<file path="config.mk">
export PLATFORM = sky130hd
export DESIGN_NAME = acu_unit
export DESIGN_NICKNAME = d
export VERILOG_FILES = /design/src/acu_unit.v /design/src/acu_calc.v
export VERILOG_INCLUDE_DIRS = /design/src
export SDC_FILE = /design/constraint.sdc
export NUM_CORES = 2
export LEC_CHECK = 0
export ABC_AREA = 1
export BUFFER_PORTS_ARGS = -buffer_cell sky130_fd_sc_hd__buf_2
export CAP_MARGIN = 10
export CORE_ASPECT_RATIO = 1.5
export CORE_MARGIN = 3
export CORE_UTILIZATION = 30
export DETAILED_ROUTE_END_ITERATION = 12
export GPL_TIMING_DRIVEN = 0
export PLACE_DENSITY = 0.51
export SKIP_CTS_REPAIR_TIMING = 1
export SLEW_MARGIN = 20
export SYNTH_ARGS = -nofsm -noshare
export SYNTH_HDL_FRONTEND = slang
export SYNTH_SLANG_ARGS = --single-unit
</file>
<file path="constraint.sdc">
create_clock -name core_clk -period 73.9 [get_ports core_clk]
set_input_delay 14.78 -clock core_clk [delete_from_list [all_inputs] [get_ports core_clk]]
set_output_delay 14.78 -clock core_clk [all_outputs]
set_load 0.01 [all_outputs]
</file>
<file path="src/acu_defs.vh">
`ifndef ACU_DEFS_VH
`define ACU_DEFS_VH
// Instruction codes.
`define ACU_INS_TO_COORD 8'h27
`define ACU_INS_CALC_WITH_AUX_REGISTER 8'h21
`define ACU_INS_TO_AXIS 8'h22
`define ACU_INS_TO_GLOBAL 8'h23
// Operation codes of the auxiliary register calculation.
`define ACU_OP_ADD 8'h00
`define ACU_OP_SUB 8'h01
`define ACU_OP_MUL 8'h02
`define ACU_OP_DIV 8'h03
`define ACU_OP_MOD 8'h04
`define ACU_OP_AND 8'h05
`define ACU_OP_OR 8'h06
`define ACU_OP_XOR 8'h07
`define ACU_OP_NOT 8'h08
`define ACU_OP_LOAD 8'h09
`define ACU_OP_SWAP 8'h0a
// Reply status codes.
`define ACU_ST_OK 8'h64
`define ACU_ST_BAD_SUM 8'h01
`define ACU_ST_BAD_CMD 8'h02
`define ACU_ST_BAD_TYPE 8'h03
// Frame layout.
`define ACU_FRAME_LEN 4'd9
`define ACU_IDX_SUM 4'd8
// Reset values and module address.
`define ACU_ACCU_RST 32'h0000_0000
`define ACU_XREG_RST 32'h0000_0000
`define ACU_MODULE_ADDR 8'h01
`endif

</file>
<file path="src/acu_unit.v">
`include "acu_defs.vh"
module acu_unit (
	// Clock and reset.
	input wire core_clk,
	input wire rstn,
	// Incoming frame bytes.
	input wire rx_valid,
	input wire [7:0] rx_byte,
	// Persistence setting.
	input wire coord_persist,
	// Accumulator preload.
	input wire accu_load,
	input wire [31:0] accu_load_val,
	// Reply.
	output reg reply_valid,
	output reg [7:0] reply_status,
	output reg [7:0] reply_instr,
	output reg [31:0] reply_value,
	// Coordinate store.
	output reg coord_we,
	output reg coord_nv_we,
	output reg [7:0] coord_slot,
	output reg [7:0] coord_motor,
	output reg [31:0] coord_data,
	// Axis parameter table.
	output reg axis_we,
	output reg [7:0] axis_param,
	output reg [7:0] axis_motor,
	output reg [31:0] axis_data,
	// Global parameter table.
	output reg glob_we,
	output reg [7:0] glob_param,
	output reg [7:0] glob_bank,
	output reg [31:0] glob_data,
	// Register state.
	output reg [31:0] accu_r,
	output reg [31:0] xreg_r
);
	localparam ST_RECV = 2'b01;
	localparam ST_EXEC = 2'b10;

	reg [1:0] state_r;
	reg [3:0] idx_r;
	reg [7:0] sum_r;
	reg [7:0] addr_r;
	reg [7:0] ins_r;
	reg [7:0] typ_r;
	reg [7:0] mb_r;
	reg [31:0] val_r;
	reg sum_ok_r;
	wire [31:0] calc_accu;
	wire [31:0] calc_xreg;
	wire calc_bad;

	// True when a frame is addressed to this module.
	function addr_hit;
		input [7:0] a;
		begin
			addr_hit = (a == `ACU_MODULE_ADDR);
		end
	endfunction

	acu_calc u_calc (
		.op(typ_r),
		.accu(accu_r),
		.xreg(xreg_r),
		.accu_out(calc_accu),
		.xreg_out(calc_xreg),
		.bad_op(calc_bad)
	);

	always @(posedge core_clk or negedge rstn) begin
		if (!rstn) begin
			state_r <= ST_RECV;
			idx_r <= 4'd0;
			sum_r <= 8'h00;
			addr_r <= 8'h00;
			ins_r <= 8'h00;
			typ_r <= 8'h00;
			mb_r <= 8'h00;
			val_r <= 32'h0000_0000;
			sum_ok_r <= 1'b0;
			reply_valid <= 1'b0;
			reply_status <= 8'h00;
			reply_instr <= 8'h00;
			reply_value <= 32'h0000_0000;
			coord_we <= 1'b0;
			coord_nv_we <= 1'b0;
			coord_slot <= 8'h00;
			coord_motor <= 8'h00;
			coord_data <= 32'h0000_0000;
			axis_we <= 1'b0;
			axis_param <= 8'h00;
			axis_motor <= 8'h00;
			axis_data <= 32'h0000_0000;
			glob_we <= 1'b0;
			glob_param <= 8'h00;
			glob_bank <= 8'h00;
			glob_data <= 32'h0000_0000;
			accu_r <= `ACU_ACCU_RST;
			xreg_r <= `ACU_XREG_RST;
		end else begin
			reply_valid <= 1'b0;
			coord_we <= 1'b0;
			coord_nv_we <= 1'b0;
			axis_we <= 1'b0;
			glob_we <= 1'b0;
			case (state_r)
				ST_RECV: begin
					if (accu_load) begin
						accu_r <= accu_load_val;
					end
					if (rx_valid) begin
						// Bytes arrive address, instruction, type, bank, value MSB first, checksum.
						case (idx_r)
							4'd0: addr_r <= rx_byte;
							4'd1: ins_r <= rx_byte;
							4'd2: typ_r <= rx_byte;
							4'd3: mb_r <= rx_byte;
							`ACU_IDX_SUM: begin
								// The checksum byte is kept out of the value field.
							end
							default: val_r <= {val_r[23:0], rx_byte};
						endcase
						if (idx_r == `ACU_IDX_SUM) begin
							sum_ok_r <= (rx_byte == sum_r);
							idx_r <= 4'd0;
							sum_r <= 8'h00;
							state_r <= ST_EXEC;
						end else begin
							sum_r <= sum_r + rx_byte;
							idx_r <= idx_r + 4'd1;
						end
					end
				end
				ST_EXEC: begin
					state_r <= ST_RECV;
					reply_valid <= addr_hit(addr_r);
					reply_instr <= ins_r;
					reply_value <= 32'h0000_0000;
					reply_status <= `ACU_ST_OK;
					if (!addr_hit(addr_r)) begin
						reply_status <= `ACU_ST_OK;
					end else if (!sum_ok_r) begin
						reply_status <= `ACU_ST_BAD_SUM;
					end else begin
						case (ins_r)
							`ACU_INS_TO_COORD: begin
								coord_we <= 1'b1;
								coord_nv_we <= coord_persist && (typ_r != 8'h00);
								coord_slot <= typ_r;
								coord_motor <= mb_r;
								coord_data <= accu_r;
							end
							`ACU_INS_CALC_WITH_AUX_REGISTER: begin
								if (calc_bad) begin
									reply_status <= `ACU_ST_BAD_TYPE;
								end else begin
									accu_r <= calc_accu;
									xreg_r <= calc_xreg;
								end
							end
							`ACU_INS_TO_AXIS: begin
								axis_we <= 1'b1;
								axis_param <= typ_r;
								axis_motor <= mb_r;
								axis_data <= accu_r;
							end
							`ACU_INS_TO_GLOBAL: begin
								glob_we <= 1'b1;
								glob_param <= typ_r;
								glob_bank <= mb_r;
								glob_data <= accu_r;
							end
							default: reply_status <= `ACU_ST_BAD_CMD;
						endcase
					end
				end
				default: state_r <= ST_RECV;
			endcase
		end
	end
endmodule // acu_unit

</file>
<file path="src/acu_calc.v">
`include "acu_defs.vh"
// Combinational calculator for the accumulator and the auxiliary register.
module acu_calc (
	// Operands and operation.
	input wire [7:0] op,
	input wire [31:0] accu,
	input wire [31:0] xreg,
	// Results.
	output reg [31:0] accu_out,
	output reg [31:0] xreg_out,
	output reg bad_op
);
	always @* begin
		accu_out = accu;
		xreg_out = xreg;
		bad_op = 1'b0;
		case (op)
			`ACU_OP_ADD: accu_out = accu + xreg;
			`ACU_OP_SUB: accu_out = accu - xreg;
			`ACU_OP_MUL: accu_out = accu * xreg;
			`ACU_OP_DIV: begin
				if (xreg == 32'h0000_0000) begin
					bad_op = 1'b1;
				end else begin
					accu_out = $signed(accu) / $signed(xreg);
				end
			end
			`ACU_OP_MOD: begin
				if (xreg == 32'h0000_0000) begin
					bad_op = 1'b1;
				end else begin
					accu_out = $signed(accu) % $signed(xreg);
				end
			end
			`ACU_OP_AND: accu_out = accu & xreg;
			`ACU_OP_OR: accu_out = accu | xreg;
			`ACU_OP_XOR: accu_out = accu ^ xreg;
			`ACU_OP_NOT: xreg_out = ~xreg;
			`ACU_OP_LOAD: xreg_out = accu;
			`ACU_OP_SWAP: begin
				accu_out = xreg;
				xreg_out = accu;
			end
			default: bad_op = 1'b1;
		endcase
	end
endmodule // acu_calc

</file>
==> metrics <==
outcome=finished, final reports clean; Most common cell on crit path=nand2_2; total CTS buffers=30; met1 WL=around 120 mm; mapped cell area=64750 um2; GR Overflow Total=0; Largest stage delay, worst path=roughly 0.55 ns; ys flop type=dfrtp_1; worst reg2reg endpoint=accu_r[22]; met3 wire length=between 20 and 25 mm; Post-Syn Instances=between 9000 and 10000; max-slew violations=0; 1st-iter DRT viols=a little under 5000; startpoint type of the worst setup path=register; PortBufs=270; Hold Path End=reply_instr[7]; MaxCap Viol Count=0; Std-Cell Rows=~210; Clock transition at path regs=roughly 0.070 ns; worst hold path startpoint=reply_instr[7]; Total GRT Usage=between 20 and 30%; Crit Path Category=reg2reg; RD Place Congestion=~1.0; WL/cell=~25 um; synth warn=0; CTS Buffer Depth=3; Rel. slew slack=between 10% and 20%; fin cells=about 14000; final WL=about 330 mm; I/O Pins=approximately 300; Setup violations, final=0; post-layout minimum cycle time=roughly 72 ns; H-tree levels=1; R2R Setup Slk=between 2 and 2.5 ns; TNS Setup=0 ns; Clock Skew=roughly 0.018 ns; Post-DRT Antenna Nets=0; vias=between 70000 and 80000; top fanout value on the critical path=8; Synth cell types=83; Seq/Total Area, Yosys=a little over a tenth; # DRC=0; CP endpoint kind=register; async set-reset flop share out of synthesis=100.0%; Worst Hold Class=reg2reg; Sinks on Clock Net=271; Synth area leaders=nand2_1 (16%), ha_1 (15%), fa_1 (13%); Max Used Layer=met5; fill cell count=approximately 23000; commonest non-fill, non-tap cell in the layout=nand2_1; reg-to-reg startpoint=xreg_r[2]; area of combinational cells with multiple inputs=approximately 55000 um2; vias in the first global route=approximately 70000; f_max=around 14 MHz; CP Data Arrival Time=between 70 and 80 ns; Clk Latency, worst-skew pair=between 0.6 and 0.7 ns; final period utilization=a little over nine tenths; fin util=a little under two fifths; Avg Cell Area, Syn=roughly 6.5 um2; placed cell count=between 10000 and 15000; die height=between 500 and 600 um; Layout area overhead=25.69%; commonest non-fill, non-tap cells in the layout=nand2_1 (2453), inv_1 (1567), ha_1 (635); iteration count of the initial detailed-routing pass=6; CP Data Required Time=74.43 ns; first-pass GRT wire length=around 460 mm; initial antenna violation count=11; Post-synth EDFFs=0; fin nets=11950; Final Hold Viols=0; Met2 Wirelength=between 150 and 200 mm; Reg area=between 6000 and 7000 um2; Synth top area share=15.56%; FF-to-FF path depth=552; layout cells sized above 1=between 20% and 30%; delay-heaviest family, CP=simple AND/OR/NAND/NOR gates; Yosys reg bits=271; post-detail-place hpwl=about 270 mm; Worst-Margin Slew=between 1 and 1.5 ns; CTS tree=built; Min-Delay Path Depth=2; design area=about 81000 um2; core area=around 210000 um2; Max stage delay cell, worst path=nor4b_4; CP bufs+invs=roughly 110; placed cell area=70350 um2; Die ar.=around 220000 um2; Via density=roughly 5.2; Initial Util=a little under a third; leading area contributor after synthesis=nand2_1; largest net degree at the start of global routing=94; root buf cell=clkbuf_16; chip width=about 390 um
[worst max-delay path by stage]
stage,startpoint,to,slack [ns],depth (start not counted)
floorplan,xreg_r[31],accu_r[30],6.06,552
global placement,xreg_r[31],accu_r[22],-19.98,522
detailed placement,xreg_r[0],accu_r[22],-16.44,525
CTS,xreg_r[0],accu_r[22],-16.81,525
global route,xreg_r[2],accu_r[22],-1.39,556
finish,xreg_r[2],accu_r[22],2.13,552
[worst register-to-register path: cells and delay by family, from the launching register on]
kind,cells,cell delay [ns]
and+or+nand+nor,247,27.25
buffers and inverters,107,9.41
adders and majority gates,33,9.10
AOI/OAI and AO/OA,158,24.34
DFF,1,0.45
xor gates and xnor gates,7,1.14
[metal layers]
layer,vias to the layer above,track usage [%]
met3,949,4.322
met4,6,20.54
li1,33340,-
met5,-,0
met2,2484,51.05
met1,34350,29.46
[flip-flops by register name, indices dropped and copies added, names as in the netlist, 32 cells and up]
| signal | cells |
|---|---|
| axis_data | 32 |
| coord_data | 32 |
| glob_data | 32 |
| accu_r | 32 |
| xreg_r | 32 |
[kinds of logic (layout without fill, tap and decap cells)]
family | after synthesis | in the layout | share of synthesized area, %
multiplexers | 5 | 5 | 0.07729
buffers and inverters | 2104 | 2923 | 12.94
AO/OA/AOI/OAI | 1731 | 1731 | 15.59
adder cells (fa/ha/maj) | 1177 | 1177 | 27.51
flip-flops | 271 | 271 | 10.47
XOR/XNOR | 451 | 451 | 6.100
other | 1 | 37 | 0.005791
AND/OR/NAND/NOR | 4151 | 4158 | 27.30
[metrics by stage]
step	setup slack, ns	hold slack [ns]
finish	2.133	0.4721
floorplan	6.058	0.4528
detailed placement	-16.44	0.4569
CTS	-16.81	0.4729
global route	-1.393	0.4882
global placement	-19.98	0.4576
[cell type report]
| cell class | instances | area share (%) |
|---|---|---|
| clock inverter | 14 | 0.1722 |
| antenna | 2 | 0.006149 |
| buffer | 366 | 2.885 |
| clock buffer | 38 | 1.008 |
| inverter | 1735 | 8.313 |
| timing repair inverter | 1 | 0.01384 |
| tap | 2835 | 4.358 |
| sequential | 271 | 8.395 |
| multi-input combinational | 7557 | 67.96 |
| timing repair buffer | 769 | 6.891 |
[synth_stat cells, types with 49 or more instances]
master	instances
or2_2	99
xnor2_1	166
inv_1	1668
a21oi_1	640
nor2_1	505
o21ai_1	56
buf_2	54
o21ai_0	526
dfrtp_1	270
clkbuf_1	192
nand4_1	78
fa_1	411
a211oi_1	59
nand3_1	454
nand2_2	49
nor3_1	108
buf_4	73
ha_1	766
xor2_1	285
nand2_1	2684
Power is left out: the tool's default activity adds up to more than one toggle a clock period on the data nets, which glitch-free logic cannot reach.
